<file path="config.mk">
export PLATFORM = sky130hd
export DESIGN_NAME = dc_brake_and_motor_set_select
export DESIGN_NICKNAME = d
export VERILOG_FILES = /design/src/verilog/brake_set_pkg.sv /design/src/verilog/dc_brake_and_motor_set_select.sv /design/src/verilog/terminal_debounce.sv
export SDC_FILE = /design/constraint.sdc
export NUM_CORES = 1
export LEC_CHECK = 0
export ABC_CLOCK_PERIOD_IN_PS = 2500
export BUFFER_PORTS_ARGS = -buffer_cell sky130_fd_sc_hd__buf_2
export CORE_MARGIN = 2
export CORE_UTILIZATION = 44
export DETAILED_ROUTE_END_ITERATION = 7
export PLACE_DENSITY = 0.73
export SKIP_CTS_REPAIR_TIMING = 1
export SYNTH_ARGS = -nofsm -noshare
export SYNTH_HDL_FRONTEND = slang
export SYNTH_HIERARCHICAL = 1
export SYNTH_SLANG_ARGS = --single-unit
</file>
<file path="constraint.sdc">
create_clock -name mclk -period 2.5 [get_ports mclk]
set_input_delay 0.125 -clock mclk [delete_from_list [all_inputs] [get_ports mclk]]
set_output_delay 0.125 -clock mclk [all_outputs]
set_load 0.02 [all_outputs]
</file>
<file path="src/verilog/brake_set_pkg.sv">
package brake_set_pkg;

   // ----------------------------------------------------------------
   // terminal function codes
   // ----------------------------------------------------------------
   localparam logic [7:0] FUNC_EXT_BRAKE   = 8'h07;
   localparam logic [7:0] FUNC_BANK_SELECT = 8'h08;
   localparam logic [7:0] FUNC_SPECIAL_SET = 8'h35;  // decimal 53

   // ----------------------------------------------------------------
   // timing
   // ----------------------------------------------------------------
   localparam int CLK_HZ          = 200_000_000;
   localparam int TENTH_S_MS      = 100;          // delay setting unit, ms
   localparam int TENTH_S_CYCLES  = CLK_HZ / 1000 * TENTH_S_MS;
   localparam logic [5:0] DELAY_MIN = 6'h01;      // 0.1 s
   localparam logic [5:0] DELAY_MAX = 6'h32;      // 5.0 s
   localparam logic [6:0] FORCE_MAX = 7'h64;      // 100 percent
   localparam int DEBOUNCE_CYCLES = 16;

   // ----------------------------------------------------------------
   // carriers
   // ----------------------------------------------------------------
   typedef struct packed {
      logic [5:0] brake_delay_time;   // tenths of a second
      logic [6:0] brake_force_level;  // percent
   } brake_cfg_s;

   typedef struct packed {
      logic dc_brake_on;
      logic output_on;
      logic ramp_restore;
      logic [6:0] brake_force;
   } drive_cmd_s;

   typedef enum logic [1:0] {
      ST_RUN      = 2'b00,
      ST_COAST    = 2'b01,
      ST_BRAKE    = 2'b10,
      ST_HOLD_OFF = 2'b11
   } brake_state_e;

endpackage

</file>
<file path="src/verilog/dc_brake_and_motor_set_select.sv">
`timescale 1ns/1ps
// Notes on behaviour
// - braking input enables DC injection braking
// - braking delay adjustable 0.1 to 5.0 s
// - braking force adjustable 0 to 100 percent
// - terminal run: brake, then ramp back
// - keypad run: output stays off after release
// - keypad run: coast until delay, then brake
// - function code 07 selects external braking
// - function code 08 selects second bank
// - bank change waits until drive stopped
// - function code 53 swaps bank while running
// - special select swaps only limited subset
// - functions assignable to any of five terminals
module dc_brake_and_motor_set_select #(
   parameter int NUM_TERM   = 5,
   parameter int DELAY_UNIT = brake_set_pkg::TENTH_S_CYCLES
) (
   input  wire logic                     mclk,
   input  wire logic                     rstn,
   input  wire logic [NUM_TERM-1:0]      config_input_terminals,
   input  wire logic [NUM_TERM*8-1:0]    term_func_codes,
   input  wire logic                     forward_run_in,
   input  wire logic                     reverse_run_in,
   input  wire logic                     keypad_run,
   input  wire logic                     motor_stopped,
   input  wire brake_set_pkg::brake_cfg_s brake_cfg,
   output brake_set_pkg::drive_cmd_s     drive_cmd,
   output logic                          bank_full_second,
   output logic                          bank_subset_second,
   output logic                          motor_bank_select_live,
   output logic                          ext_dc_brake_in
);

   // ----------------------------------------------------------------
   // reset release
   // ----------------------------------------------------------------
   logic rst_meta;   // first stage
   logic rst_n;      // synchronised reset

   always_ff @(posedge mclk or negedge rstn) begin
      if (!rstn) begin
         rst_meta <= 1'b0;
         rst_n    <= 1'b0;
      end else begin
         rst_meta <= 1'b1;
         rst_n    <= rst_meta;
      end
   end

   // ----------------------------------------------------------------
   // terminal conditioning and function decode
   // ----------------------------------------------------------------
   logic [NUM_TERM-1:0] term_clean;   // debounced terminals
   logic [NUM_TERM-1:0] hit_brake;    // terminal mapped to braking and on
   logic [NUM_TERM-1:0] hit_bank;     // terminal mapped to bank select and on
   logic [NUM_TERM-1:0] hit_special;  // terminal mapped to special set and on

   genvar g;
   generate
      for (g = 0; g < NUM_TERM; g++) begin : g_term
         wire [7:0] code = term_func_codes[g*8 +: 8];
         terminal_debounce #(
            .STABLE(brake_set_pkg::DEBOUNCE_CYCLES)
         ) terminal_debounce_inst (
            .mclk  (mclk),
            .rst_n (rst_n),
            .raw   (config_input_terminals[g]),
            .clean (term_clean[g])
         );
         // any terminal may carry any code
         assign hit_brake[g]   = term_clean[g] && code == brake_set_pkg::FUNC_EXT_BRAKE;
         assign hit_bank[g]    = term_clean[g] && code == brake_set_pkg::FUNC_BANK_SELECT;
         assign hit_special[g] = term_clean[g] && code == brake_set_pkg::FUNC_SPECIAL_SET;
      end
   endgenerate

   wire brake_req   = |hit_brake;
   wire bank_req    = |hit_bank;
   wire special_req = |hit_special;
   wire term_run    = forward_run_in | reverse_run_in;

   // ----------------------------------------------------------------
   // setting limits
   // ----------------------------------------------------------------
   // out-of-range settings are clamped rather than rejected, so the
   // brake always has a usable delay and never exceeds full force
   wire [5:0] delay_set = (brake_cfg.brake_delay_time < brake_set_pkg::DELAY_MIN) ?
                          brake_set_pkg::DELAY_MIN :
                          (brake_cfg.brake_delay_time > brake_set_pkg::DELAY_MAX) ?
                          brake_set_pkg::DELAY_MAX : brake_cfg.brake_delay_time;
   wire [6:0] force_set = (brake_cfg.brake_force_level > brake_set_pkg::FORCE_MAX) ?
                          brake_set_pkg::FORCE_MAX : brake_cfg.brake_force_level;

   // ----------------------------------------------------------------
   // braking delay timer: tenth-second tick and tick counter
   // ----------------------------------------------------------------
   logic [31:0] pre_cnt;   // cycles within a tenth
   logic [5:0]  tenths;    // elapsed tenths
   brake_set_pkg::brake_state_e state;
   brake_set_pkg::brake_state_e next_state;

   wire tick       = pre_cnt == 32'(DELAY_UNIT - 1);
   wire delay_done = tenths >= delay_set;

   // timer runs only while coasting
   always_ff @(posedge mclk or negedge rst_n) begin
      if (!rst_n) begin
         pre_cnt <= 32'h0000_0000;
         tenths  <= 6'h00;
      end else if (state != brake_set_pkg::ST_COAST) begin
         pre_cnt <= 32'h0000_0000;
         tenths  <= 6'h00;
      end else if (tick) begin
         pre_cnt <= 32'h0000_0000;
         tenths  <= tenths + 6'h01;
      end else begin
         pre_cnt <= pre_cnt + 32'h0000_0001;
      end
   end

   // coast never passes to braking before the least delay or the programmed count of tenths
   a_delay_min: assert property (@(posedge mclk) disable iff (!rst_n)
      state == brake_set_pkg::ST_COAST && next_state == brake_set_pkg::ST_BRAKE
      |-> tenths >= brake_set_pkg::DELAY_MIN && tenths >= delay_set)
      else $error("brake began before programmed delay");

   // ----------------------------------------------------------------
   // braking sequencer
   // ----------------------------------------------------------------
   // terminal run brakes at once; keypad run coasts through the delay
   always_comb begin
      next_state = state;
      case (state)
         brake_set_pkg::ST_RUN: begin
            if (brake_req) begin
               next_state = keypad_run ? brake_set_pkg::ST_COAST
                                       : brake_set_pkg::ST_BRAKE;
            end
         end
         brake_set_pkg::ST_COAST: begin
            if (!brake_req) begin
               next_state = brake_set_pkg::ST_HOLD_OFF;
            end else if (delay_done) begin
               next_state = brake_set_pkg::ST_BRAKE;
            end
         end
         brake_set_pkg::ST_BRAKE: begin
            if (!brake_req) begin
               next_state = keypad_run ? brake_set_pkg::ST_HOLD_OFF
                                       : brake_set_pkg::ST_RUN;
            end
         end
         brake_set_pkg::ST_HOLD_OFF: begin
            // leave only once both run sources have dropped
            if (!keypad_run && !term_run) begin
               next_state = brake_set_pkg::ST_RUN;
            end
         end
         default: next_state = brake_set_pkg::ST_RUN;
      endcase
   end

   wire braking = next_state == brake_set_pkg::ST_BRAKE;
   wire out_on  = next_state == brake_set_pkg::ST_RUN;
   wire restore = state == brake_set_pkg::ST_BRAKE && next_state == brake_set_pkg::ST_RUN;

   // state and registered drive commands
   always_ff @(posedge mclk or negedge rst_n) begin
      if (!rst_n) begin
         state     <= brake_set_pkg::ST_RUN;
         drive_cmd <= '0;
      end else begin
         state                 <= next_state;
         drive_cmd.dc_brake_on <= braking;
         drive_cmd.output_on   <= out_on;
         drive_cmd.ramp_restore <= restore;
         drive_cmd.brake_force <= braking ? force_set : 7'h00;
      end
   end

   // sequencer checks: terminal run brakes at once, keypad run coasts first
   a_term_brake_now: assert property (@(posedge mclk) disable iff (!rst_n)
      state == brake_set_pkg::ST_RUN && brake_req && !keypad_run
      |=> drive_cmd.dc_brake_on)
      else $error("terminal run brake not applied");
   a_keypad_coasts: assert property (@(posedge mclk) disable iff (!rst_n)
      state == brake_set_pkg::ST_RUN && brake_req && keypad_run
      |=> !drive_cmd.dc_brake_on && !drive_cmd.output_on)
      else $error("keypad run did not coast first");
   a_keypad_stays_off: assert property (@(posedge mclk) disable iff (!rst_n)
      state == brake_set_pkg::ST_BRAKE && !brake_req && keypad_run
      |=> !drive_cmd.output_on [*2])
      else $error("output resumed after keypad brake");
   a_ramp_back: assert property (@(posedge mclk) disable iff (!rst_n)
      state == brake_set_pkg::ST_BRAKE && !brake_req && !keypad_run
      |=> drive_cmd.ramp_restore && drive_cmd.output_on)
      else $error("no ramp back after terminal brake");
   // force is bounded and only present while injection braking is on
   a_brake_force_max: assert property (@(posedge mclk) disable iff (!rst_n)
      drive_cmd.brake_force <= brake_set_pkg::FORCE_MAX &&
      (drive_cmd.dc_brake_on || drive_cmd.brake_force == 7'h00))
      else $error("brake force out of range or outside braking");

   // ----------------------------------------------------------------
   // parameter bank selection
   // ----------------------------------------------------------------
   // full bank latches only at standstill; subset follows special or full
   always_ff @(posedge mclk or negedge rst_n) begin
      if (!rst_n) begin
         bank_full_second       <= 1'b0;
         bank_subset_second     <= 1'b0;
         motor_bank_select_live <= 1'b0;
         ext_dc_brake_in        <= 1'b0;
      end else begin
         if (motor_stopped) begin
            bank_full_second <= bank_req;
         end
         bank_subset_second     <= special_req |
                                   (motor_stopped ? bank_req : bank_full_second);
         motor_bank_select_live <= special_req;
         ext_dc_brake_in        <= brake_req;
      end
   end

   // full bank moves only at standstill; subset follows special select
   a_bank_holds_running: assert property (@(posedge mclk) disable iff (!rst_n)
      !$past(motor_stopped) |-> $stable(bank_full_second))
      else $error("full bank changed while running");
   a_bank_follows_stop: assert property (@(posedge mclk) disable iff (!rst_n)
      motor_stopped |=> bank_full_second == $past(bank_req))
      else $error("full bank did not follow select at standstill");
   a_special_live: assert property (@(posedge mclk) disable iff (!rst_n)
      special_req |=> bank_subset_second)
      else $error("special set did not swap subset");
   // a brake code on any terminal must reach the decoded brake output
   a_decode_code: assert property (@(posedge mclk) disable iff (!rst_n)
      brake_req |=> ext_dc_brake_in)
      else $error("decoded brake terminal not reported");

endmodule

</file>
<file path="src/verilog/terminal_debounce.sv">
`timescale 1ns/1ps
// ----------------------------------------------------------------
// debounce of one terminal: output follows after stable period
// ----------------------------------------------------------------
module terminal_debounce #(
   parameter int STABLE = 16
) (
   input  wire logic mclk,
   input  wire logic rst_n,
   input  wire logic raw,
   output logic      clean
);
   logic       samp;   // registered input
   logic [4:0] cnt;    // stable count
   wire        differ = samp != clean;

   // count while sample disagrees with output, restart on bounce
   always_ff @(posedge mclk or negedge rst_n) begin
      if (!rst_n) begin
         samp  <= 1'b0;
         cnt   <= 5'h00;
         clean <= 1'b0;
      end else begin
         samp <= raw;
         if (!differ || raw != samp) begin
            cnt <= 5'h00;
         end else if (cnt == 5'(STABLE - 1)) begin
            clean <= samp;
            cnt   <= 5'h00;
         end else begin
            cnt <= cnt + 5'h01;
         end
      end
   end
endmodule

</file>
# Word-level counts from Yosys, hierarchy flattened
# Index checks and enable logic that the tools add are counted.
# classes
bitwise	7
n_lt_le_gt_ge	4
n_reduce_logical	40
n_eq_ne	36
muxes	27
addsub	7
# ops
operator	n
two-way mux 32 bit	2
two-way mux 5 bit	10
equality test 8 x 3 -> 1 bit, second input constant	5
equality test 8 x 4 -> 1 bit, second input constant	5
equality test 8 x 6 -> 1 bit, second input constant	5
adder 32 x 1 -> 32 bit, second input constant	1
equality test 32 x 25 -> 1 bit, second input constant	1
adder 5 x 1 -> 5 bit, second input constant	5
equality test 5 x 4 -> 1 bit, second input constant	5
two-way mux 6 bit	4
logical AND 1 bit	17
OR reduction 5 bit	3
two-way mux 2 bit	7
two-way mux 7 bit	2
!= test 1 bit	10
AND reduction 2 bit	5
case mux 2 bit (4 select lines)	1
greater-than comparator 7 bit, second input constant	1
logical NOT 1 bit	7
adder 6 x 1 -> 6 bit, second input constant	1
equality test 2 bit, second input constant	3
>= comparator 6 bit	1
greater-than comparator 6 bit, second input constant	1
less-than comparator 6 x 1 -> 1 bit, second input constant	1
other kinds (8)	18
# totals
output_inout_bits	14
ff_bits	91
in_bits	64
word_cells	149

# Depth between registers and ports, before layout
# Gate-level depths: netlist of the first run.
# depth
depth_word	9
mapped_depth	10
ltp_nobuf	10

# Cells and area by module
# The synthesis of the first run kept the hierarchy.
# by_module_without_submodules
module	area_each_um2	seq_area_each_um2	cells_per_inst	instances
dc_brake_and_motor_set_select	3119.2	1401.3	336	1
terminal_debounce	297.8	175.2	24	5

# Worst setup path after synthesis of the first run
# Ideal clock, no wire load.
# synth_path
path_type	input-to-reg
startpoint	input brake_cfg[10] (netlist bit)
endpoint	register drive_cmd[0] (netlist bit)
setup_time_ns	0.130
stages	10
path_slack_ns	0.594
path_buffers	0
t_arrival_ns	1.776
required_ns	2.370
path_cell_list	or2_2 > o21ai_0 > a21oi_1 > nor2_1 > ha_1 > nor2b_1 > o21ai_0 > a221oi_1 > o21a_1 > nor4b_1
# synth_between
elab_chain_len	9
elab_cells_between_ends	10
classes_between	order compare: 3; eq/ne: 1; mux: 6
# synth_lines
element	line	source
from (decl)	dc_brake_and_motor_set_select.sv:27	input wire brake_set_pkg::brake_cfg_s brake_cfg,
greater-than comparator 6 bit	dc_brake_and_motor_set_select.sv:90	(brake_cfg.brake_delay_time > brake_set_pkg::DELAY_MAX) ?
two-way mux 6 bit	dc_brake_and_motor_set_select.sv:90	
two-way mux 6 bit (*)	dc_brake_and_motor_set_select.sv:88	wire [5:0] delay_set = (brake_cfg.brake_delay_time < brake_set_pkg::DELAY_MIN) ?
>= comparator 6 bit (*)	dc_brake_and_motor_set_select.sv:104	wire delay_done = tenths >= delay_set;
two-way mux 2 bit (*)	dc_brake_and_motor_set_select.sv:144	end else if (delay_done) begin
two-way mux 2 bit (*)	dc_brake_and_motor_set_select.sv:142	if (!brake_req) begin
case mux 2 bit (4 select lines) (*)	dc_brake_and_motor_set_select.sv:134	case (state)
equality test 2 bit (*)	dc_brake_and_motor_set_select.sv:164	wire braking = next_state == brake_set_pkg::ST_BRAKE;
two-way mux 7 bit (*)	dc_brake_and_motor_set_select.sv:178	drive_cmd.brake_force <= braking ? force_set : 7'h00;
to (decl)	dc_brake_and_motor_set_select.sv:28	output brake_set_pkg::drive_cmd_s drive_cmd,
# Mark *: on every way between the ends. The rest lies on a longest branch, timed or not.
# A chain may end at the register's enable or synchronous reset.

# Worst setup path in the final report of the first run
# layout_path
startpoint	register g_term[1].terminal_debounce_inst.clean
endpoint	register drive_cmd[0] (netlist bit)
# layout_between
elab_chain_len	6
elab_cells_between_ends	8
classes_between	eq/ne: 1; mux: 5; reduce/logical: 2
# layout_lines
element	line	source
from (decl)	terminal_debounce.sv:11	output logic clean
from (signal assigned)	terminal_debounce.sv:28	clean <= samp;
logical AND 1 bit (*)	dc_brake_and_motor_set_select.sv:72	assign hit_brake[g] = term_clean[g] && code == brake_set_pkg::FUNC_EXT_BRAKE;
OR reduction 5 bit (*)	dc_brake_and_motor_set_select.sv:78	wire brake_req = |hit_brake;
two-way mux 2 bit, on equally long branches	dc_brake_and_motor_set_select.sv:149, dc_brake_and_motor_set_select.sv:136, dc_brake_and_motor_set_select.sv:142	
case mux 2 bit (4 select lines) (*)	dc_brake_and_motor_set_select.sv:134	
equality test 2 bit (*)	dc_brake_and_motor_set_select.sv:164	
two-way mux 7 bit (*)	dc_brake_and_motor_set_select.sv:178	
# Marks and branches as above.

==> results of run 1 <==
[cell type report]
class	count	share of cell area, %
tap	136	3.126
clock buffer	10	2.344
multi-input combinational	342	41.19
clock inverter	5	1.011
sequential	91	41.90
timing repair buffer	89	9.331
inverter	16	1.103
[worst paths after layout]
check	to	slack [ps]	cells after the start
setup / recovery	drive_cmd[0]	450	5
hold / removal	bank_full_second	20	2
setup reg to reg	drive_cmd[0]	450	5
hold reg to reg	g_term[0].terminal_debounce_inst/cnt[1]	240	0
max in group asynchronous	pre_cnt[21]	1610	1
min in group asynchronous	rst_n	80	2
[state kept, by name (all words and copies together), names as in the netlist]
| name | cells |
|---|---|
| bank_full_second | 1 |
| bank_subset_second | 1 |
| drive_cmd | 10 |
| ext_dc_brake_in | 1 |
| g_term.terminal_debounce_inst/clean | 5 |
| g_term.terminal_debounce_inst/cnt | 25 |
| g_term.terminal_debounce_inst/samp | 5 |
| motor_bank_select_live | 1 |
| pre_cnt | 32 |
| rst_meta | 1 |
| rst_n | 1 |
| state | 2 |
| tenths | 6 |
[stage by stage]
step | utilization (%) | instance area [um2] | setup WS, ps | std cells | total power (uW)
after floorplan | - | 4609 | 594.4 | 456 | 1875
after global placement | 50.64 | 5181 | 303.9 | 666 | 2029
after detailed placement | 50.64 | 5181 | 247.8 | 666 | 2048
after CTS | 52.43 | 5364 | 430.4 | 681 | 2999
after global routing | 53.21 | 5444 | 319.2 | 689 | 3137
final | 53.21 | 5444 | 453.0 | 689 | 2965
[cells by family (layout without fill, tap and decap cells)]
group,Yosys count,in the layout,share of synthesized area [%]
compound gates,51,51,7.739
xor+xnor,38,38,7.222
flops,91,91,49.42
buf+inv,23,120,1.928
mux,2,2,0.4616
other cells,1,1,0.08138
simple gates,237,237,29.62
fa+ha+maj,13,13,3.530
[cells in the final DEF, fill, tap and decap left out, drive strengths merged, types with 16 or more instances in the layout]
cell   count
nand2     33
nor2      46
and3      24
buf       81
nor3      19
nand3     26
dfrtp     91
inv       16
nor4      16
xnor2     27
[worst register-to-register path: cells and delay by family, from the launching register on]
family / cells / cell delay, ps
flip-flops: 1 / 440
AND/OR/NAND/NOR: 5 / 1510
[report_power, final]
part	switching [uW]	leakage, uW	internal [uW]	total [uW]
Clock	489	0.0000881	454	943
Sequential	58.3	0.00121	1530	1590
Combinational	269	0.00125	168	437
[per-layer routing]
metal | track usage, % | part of all wire, %
met1 | 22.53 | 46
met5 | 0 | 0
met2 | 30.08 | 50
met3 | 2.330 | 2.9
met4 | 7.989 | 1.6
==> summary.md, run 1 <==
| Metric | Value |
|---|---|
| Status | finished, final reports clean |
| Worst setup SP type | flip-flop |
| Final setup vio count | 0 |
| #FFs+latches synth | 91 |
| Unique masters post-synth | 56 |
| Syn nets | ~530 |
| Leak pwr | 0.002546 uW |
| Via count | ~3700 |
| Critical Path AT | approximately 2300 ps |
| Most instantiated library cell after synthesis | dfrtp_1 |
| Area growth syn-to-layout | 18.14% |
| First-pass GRT wire length | 16.43 mm |
| Pwr Density | ~540 nW/um2 |
| CP Launch Point | g_term[1].terminal_debounce_inst/clean |
| DIE HEIGHT | between 100 and 150 um |
| Tcrit/Tclk final | 81.88% |
| Syn Std Cell Area | between 4000 and 5000 um2 |
| Largest net degree at the start of global routing | 65 |
| Die area | roughly 11000 um2 |
| Hold Path Class | input port to flip-flop |
| Worst EP required | 2740 ps |
| Initial antenna violation count | 0 |
| Die X | between 100 and 150 um |
| VDD IR max | about 250 uV |
| Iteration-0 DRC Markers | around 260 |
| F_max | roughly 500 MHz |
| Cells after synthesis | 456 |
| Final number of hold-violating endpoints | 0 |
| Setup_tns | 0 ps |
| DRC | 0 |
| Top cells by area, synth | dfrtp_1 (49%), xnor2_1 (5.1%), nor2_1 (3.7%) |
| RR Startpoint | g_term[1].terminal_debounce_inst/clean |
| Vias per inst | 5.369 |
| CP cell instances | or3b_4 > or4_4 > nand3_4 > nor2_4 > nor4b_1 |
| Fill cell count | around 910 |
| Share of post-route cells with drive strength above 1 | between 20% and 30% |
| Crit-path max cell delay | about 540 ps |
| RSZ-0062 raised after global routing | false |
| Ys async rst share | 100.0% |
| Max-slew violation count | 0 |
| Synth warn | 6 |
| MaxCap Viol Count | 0 |
| CTS tree | built |
| CP delay by family, top | simple AND/OR/NAND/NOR gates |
| Commonest cells in the synthesized netlist | dfrtp_1 (91), nor2_1 (45), nand2_1 (33) |
| Nets | 626 |
| DRT antenna net count | 0 |
| Multi-input gate area | about 2200 um2 |
| Syn_area_per_cell | just over 10 um2 |
| Worst path buffer plus inverter count | 0 |
| CP endpoint kind | flip-flop |
| GP Congestion | around 0.91 |
| Clock-pin slew on the worst setup and hold paths | ~80 ps |
| Slowest CP cell | or4_4 |
| Dpl hpwl | 6.796 mm |
| Ys flop type | dfrtp_1 |
| Synth top area share | around half |
| Max clock buf depth | 2 |
| Pre-antenna DRT Iters | 5 |
| Root Buffer | clkbuf_8 |
| Port Buffers | 77 |
| Final WL | between 9 and 10 mm |
| Post-synthesis sequential area ratio | roughly half |
| Num ports | about 80 |
| Row count | 37 |
| Ant diodes | 0 |
| Hold Crit Start | motor_stopped |
| Grt total ovfl | 0 |
| EDFF count, synth | 0 |
| WL per Instance | 13.33 um |
| Minimum clock period | approximately 2000 ps |
| Core box area | 10230 um2 |
| Largest area contributor in the netlist | dfrtp_1 |
| Clk sinks | a little over 90 |
| CTS H-Tree Depth | 3 |
| Clock latency on the worst-skew pair | 350 ps |
| Clock Skew | about 11 ps |
| Starting density of the core | 45.04% |
| Kind of critical path | flip-flop to flip-flop |
| Vias in the first global route | between 3000 and 4000 |
| Number of buffers created by CTS | 9 |
| Critical Path Fanout Max | 9 |
| Reg area | 2281 um2 |
| Global Route Usage Sum | ~18% |
| WHS | around 16 ps |
Power figures use the tool's default switching activity.
==> run 2: changes to the inputs <==
--- a/config.mk
+++ b/config.mk
@@ -5,7 +5,7 @@
 export SDC_FILE = /design/constraint.sdc
 export NUM_CORES = 1
 export LEC_CHECK = 0
-export ABC_CLOCK_PERIOD_IN_PS = 2500
+export ABC_CLOCK_PERIOD_IN_PS = 1650
 export BUFFER_PORTS_ARGS = -buffer_cell sky130_fd_sc_hd__buf_2
 export CORE_MARGIN = 2
 export CORE_UTILIZATION = 44
==> constraint.sdc (replaced) <==
create_clock -name mclk -period 1.65 [get_ports mclk]
set_input_delay 0.0825 -clock mclk [delete_from_list [all_inputs] [get_ports mclk]]
set_output_delay 0.0825 -clock mclk [all_outputs]
set_load 0.02 [all_outputs]
==> summary.md, run 2 (synthesis gave the netlist of run 1 again) <==
| Metric | Value |
|---|---|
| Status | complete, but fails checks |
| Failing checks | negative setup slack |
| Leak pwr | 0.003076 uW |
| Most common cell after layout, fill and taps aside | dfrtp_1 |
| Part of the power in registers | about 52% |
| Ant diodes | 0 |
| Core box area | 10230 um2 |
| Comb pwr share | 18.4% |
| Port Buffers | 77 |
| VDD IR max | around 420 uV |
| Slowest CP cell | or4_4 |
| Switching share of power | between 30% and 40% |
| Iteration-0 DRC Markers | approximately 150 |
| Crit-path max cell delay | ~450 ps |
| Hold Path Class | input port to flip-flop |
| Critical Path Fanout Max | 3 |
| Num ports | slightly below 80 |
| Max reg flops | 32 |
| Root Buffer | clkbuf_8 |
| Minimum clock period | ~1700 ps |
| Worst setup margin | -71.63 ps |
| Final setup vio count | 13 |
| Vias per inst | roughly 5.4 |
| Tcrit/Tclk final | 104.3% |
| Worst EP required | between 1500 and 2000 ps |
| Clock-pin slew on the worst setup and hold paths | about 90 ps |
| CP cell instances | or3b_4 > or4_4 > nand3_4 > buf_6 > nor4_2 > a211oi_1 |
| Share of post-route cells with drive strength above 1 | 37.44% |
| WHS | 1.769 ps |
| Nets | around 700 |
| Starting density of the core | a little under half |
| Fin area | ~6400 um2 |
| Number of buffers created by CTS | 9 |
| Largest net degree at the start of global routing | 90 |
| RSZ-0062 raised after global routing | true |
| Initial antenna violation count | 0 |
| CP endpoint kind | flip-flop |
| Pwr Density | 730.6 nW/um2 |
| Vias in the first global route | just under 4000 |
| Pre-antenna DRT Iters | 4 |
| Cell Int Power | roughly 3200 uW |
| Grt total ovfl | 0 |
| WL per Instance | 14.13 um |
| Final number of hold-violating endpoints | 0 |
| Commonest cells after routing, fill and taps aside | dfrtp_1 (90), buf_2 (77), buf_4 (60) |
| DRC | 0 |
| Critical Path AT | approximately 2000 ps |
| P_sw | approximately 1400 uW |
| Max-slew violation count | 0 |
| Die area | 11310 um2 |
| Dpl hpwl | 7.200 mm |
| Largest reg by FF count | pre_cnt |
| Clock Skew | about 8.8 ps |
| Clk sinks | between 90 and 100 |
| Via count | about 4000 |
| Die X | between 100 and 150 um |
| Clock network power share | between 30% and 40% |
| MaxCap Viol Count | 0 |
| Kind of critical path | flip-flop to flip-flop |
| Worst setup SP type | flip-flop |
| F_max | just under 600 MHz |
| Area growth syn-to-layout | 37.99% |
| Global Route Usage Sum | between 15 and 20% |
| Max clock buf depth | 2 |
| CTS H-Tree Depth | 3 |
| DRT antenna net count | 0 |
| First-pass GRT wire length | around 17 mm |
| Fill cell count | around 800 |
| Post-DP Area | 5605 um2 |
| Clock latency on the worst-skew pair | about 370 ps |
| Final WL | between 10 and 15 mm |
| GP Congestion | roughly 0.86 |
| CTS tree | built |
| DIE HEIGHT | 106.3 um |
| Top Registers | pre_cnt x32, g_term.terminal_debounce_inst/cnt x25, drive_cmd x10 |
| Row count | 37 |
-- run 2: through the flow --
| stage | total power (uW) | instances | setup TNS [ps] | setup WS (ps) | util [%] |
|---|---|---|---|---|---|
| 3_3_place_gp | 3159 | 717 | -4181 | -282.5 | 54.79 |
| 5_1_grt | 4885 | 761 | -3285 | -178.3 | 62.15 |
| 2_1_floorplan | 2850 | 456 | -891.4 | -170.8 | - |
| 3_5_place_dp | 3187 | 717 | -4430 | -308.8 | 54.79 |
| 4_1_cts | 4588 | 733 | -2950 | -223.7 | 56.51 |
| 6_report | 4645 | 761 | -412.8 | -71.63 | 62.15 |
-- run 2: final cells by class --
type,instances,area (um2),area share [%]
well taps,136,170.2,2.676
multi-input cells,343,2596,40.83
repair buffers,159,1075,16.90
clock buffers,9,123.9,1.948
flip-flops and latches,91,2281,35.87
inverters,16,60.06,0.9445
clock inverters,7,52.55,0.8264
-- run 2: power by group through the flow --
stage | sequential [uW] | clock (uW) | combinational [uW]
finish | 2390 | 1400 | 855
global route | 2400 | 1530 | 950
CTS | 2380 | 1440 | 759
detailed placement | 2430 | 0 | 759
global placement | 2420 | 0 | 735
floorplan | 2460 | 0 | 388
-- run 2: layer usage --
layer	share of wire (%)	track usage [%]
met4	1.5	6.297
met2	51	30.45
met5	0	0
met3	3.4	3.556
met1	44	23.15
-- run 2: final timing paths --
check / depth (start not counted) / startpoint / slack, ps / end
setup / recovery: 6 / g_term[1].terminal_debounce_inst/clean / -70 / state[0]
hold / removal: 3 / term_func_codes[28] / 2 / motor_bank_select_live
setup reg to reg: 6 / g_term[1].terminal_debounce_inst/clean / -70 / state[0]
hold reg to reg: 1 / rst_n / 360 / pre_cnt[30]
max in group asynchronous: 1 / rst_n / 940 / g_term[3].terminal_debounce_inst/cnt[3]
min in group asynchronous: 2 / rstn / 20 / rst_n
-- run 2: worst max-delay path: cells and delay by family (launching register included) --
| family | cells | cell delay, ps |
|---|---|---|
| flops | 1 | 350 |
| simple gates | 4 | 980 |
| compound gates | 1 | 200 |
| buf+inv | 1 | 120 |
==> run 3: changes to the inputs <==
--- a/config.mk
+++ b/config.mk
@@ -7,9 +7,9 @@
 export LEC_CHECK = 0
 export ABC_CLOCK_PERIOD_IN_PS = 1650
 export BUFFER_PORTS_ARGS = -buffer_cell sky130_fd_sc_hd__buf_2
-export CORE_MARGIN = 2
 export CORE_UTILIZATION = 44
 export DETAILED_ROUTE_END_ITERATION = 7
+export HOLD_SLACK_MARGIN = 0.1
 export PLACE_DENSITY = 0.73
 export SKIP_CTS_REPAIR_TIMING = 1
 export SYNTH_ARGS = -nofsm -noshare
==> summary.md, run 3 (synthesis gave the netlist of run 1 again) <==
| Metric | Value |
|---|---|
| Worst EP required | approximately 1900 ps |
| Hold Path Class | input port to flip-flop |
| Row count | 36 |
| Minimum clock period | about 1800 ps |
| Critical Path AT | 2010 ps |
| Pwr Total | roughly 5000 uW |
| Area growth syn-to-layout | 43.12% |
| Port Buffers | a little under 80 |
| Die X | about 100 um |
| Largest net degree at the start of global routing | 32 |
| Most common cell after layout, fill and taps aside | dfrtp_1 |
| Worst hold path stage count | 4 |
| Num ports | 78 |
| Largest reg by FF count | pre_cnt |
| Final setup vio count | 15 |
| Max reg flops | 32 |
| Starting density of the core | a little under half |
| Number of buffers created by CTS | 9 |
| Via count | roughly 4200 |
| Grt total ovfl | 0 |
| Clock Skew | 11.94 ps |
| Pwr Density | approximately 750 nW/um2 |
| Vias in the first global route | 4072 |
| DRT antenna net count | 0 |
| First-pass GRT wire length | roughly 18 mm |
| F_max | around 570 MHz |
| Leak pwr | ~0.0031 uW |
| Top Registers | pre_cnt x32, g_term.terminal_debounce_inst/cnt x25, drive_cmd x10 |
| Clock-pin slew on the worst setup and hold paths | 100 ps |
| Cell Int Power | ~3500 uW |
| Vias per inst | roughly 5.4 |
| Core box area | 9955 um2 |
| GP Congestion | approximately 0.90 |
| Clk sinks | a little over 90 |
| Clock latency on the worst-skew pair | roughly 380 ps |
| Clock network power share | 32.0% |
| Worst R2R End | drive_cmd[6] |
| Hold Crit Start | term_func_codes[30] |
| Die area | about 11000 um2 |
| VDD IR max | between 400 and 500 uV |
| Failing checks | negative setup slack |
| P_sw | between 1000 and 1500 uW |
| Pre-antenna DRT Iters | 4 |
| Root Buffer | clkbuf_8 |
| Final WL | roughly 11 mm |
| Iteration-0 DRC Markers | 186 |
| Comb pwr share | around 19% |
| Tcrit/Tclk final | 106.3% |
| MaxCap Viol Count | 0 |
| DRC | 0 |
| Max clock buf depth | 2 |
| Kind of critical path | flip-flop to flip-flop |
| Dpl hpwl | between 7 and 8 mm |
| Global Route Usage Sum | around a fifth |
| RR Startpoint | tenths[3] |
| CTS H-Tree Depth | 3 |
| CP Launch Point | tenths[3] |
| Max-slew violation count | 0 |
| RSZ-0062 raised after global routing | true |
| Commonest cells after routing, fill and taps aside | dfrtp_1 (89), buf_2 (77), buf_4 (60) |
| Critical Path Fanout Max | 8 |
| Final number of hold-violating endpoints | 0 |
| Share of post-route cells with drive strength above 1 | 38.98% |
| Nets | between 700 and 800 |
| CTS tree | built |
| Ant diodes | 0 |
| Worst setup margin | -104.5 ps |
| CP endpoint kind | flip-flop |
| Initial antenna violation count | 0 |
| Part of the power in registers | 48.8% |
| Switching share of power | a little under a third |
| Worst setup SP type | flip-flop |
| Worst hold endpoint | motor_bank_select_live |
| DIE HEIGHT | 104.3 um |
| Status | complete, but fails checks |
| R2R Setup Slk | -100 ps |
| WL per Instance | roughly 15 um |
| WHS | about 110 ps |
| R2R depth | 5 |
run 3: final cells by class:
type | count | area, um2
Multi-Input combinational cell | 343 | 2606
Clock inverter | 6 | 71.32
Tap cell | 133 | 166.4
Timing Repair Buffer | 178 | 1281
Clock buffer | 10 | 127.6
Inverter | 16 | 60.06
Fill cell | 735 | 3359
Sequential cell | 91 | 2282
run 3: worst max-delay path: stages (launching register included):
cell,delay [ps]
dfrtp_1,400
ha_1,290
and3_1,190
a221oi_2,330
o21a_2,330
nor3b_1,90
run 3: worst max-delay path by stage:
stage,cells after the start,end,slack [ps]
floorplan,5,drive_cmd[0],-170
global placement,11,drive_cmd[1],-290
detailed placement,11,drive_cmd[1],-330
CTS,5,drive_cmd[1],-240
global route,5,drive_cmd[9],-160
finish,5,drive_cmd[6],-100
run 3: layer usage:
metal  routed length, um  GRT usage (%)  vias to the layer above
li1                    -              -                     2005
met1                4944          25.19                     2106
met2                5916          34.82                       90
met3                 308          3.697                       24
met4                 270          9.082                        0
met5                   0              0                        -
run 3: power by group through the flow:
stage          logic, uW  clock network (uW)  registers (uW)
3_3_place_gp         745                   0            2440
5_1_grt             1060                1730            2430
4_1_cts              775                1620            2400
6_report             956                1590            2420
3_5_place_dp         773                   0            2450
2_1_floorplan        388                   0            2460
run 3: stage by stage:
stage,instance area (um2),TNS (ps),setup slack [ps],utilization [%],instances
after floorplan,4653,-891.4,-170.8,-,456
after global placement,5682,-3163,-286.2,57.08,723
after detailed placement,5682,-4944,-334.1,57.08,723
after CTS,5881,-3558,-236.3,59.07,739
after global routing,6595,-2678,-161.8,66.25,777
final,6595,-981.3,-104.5,66.25,777
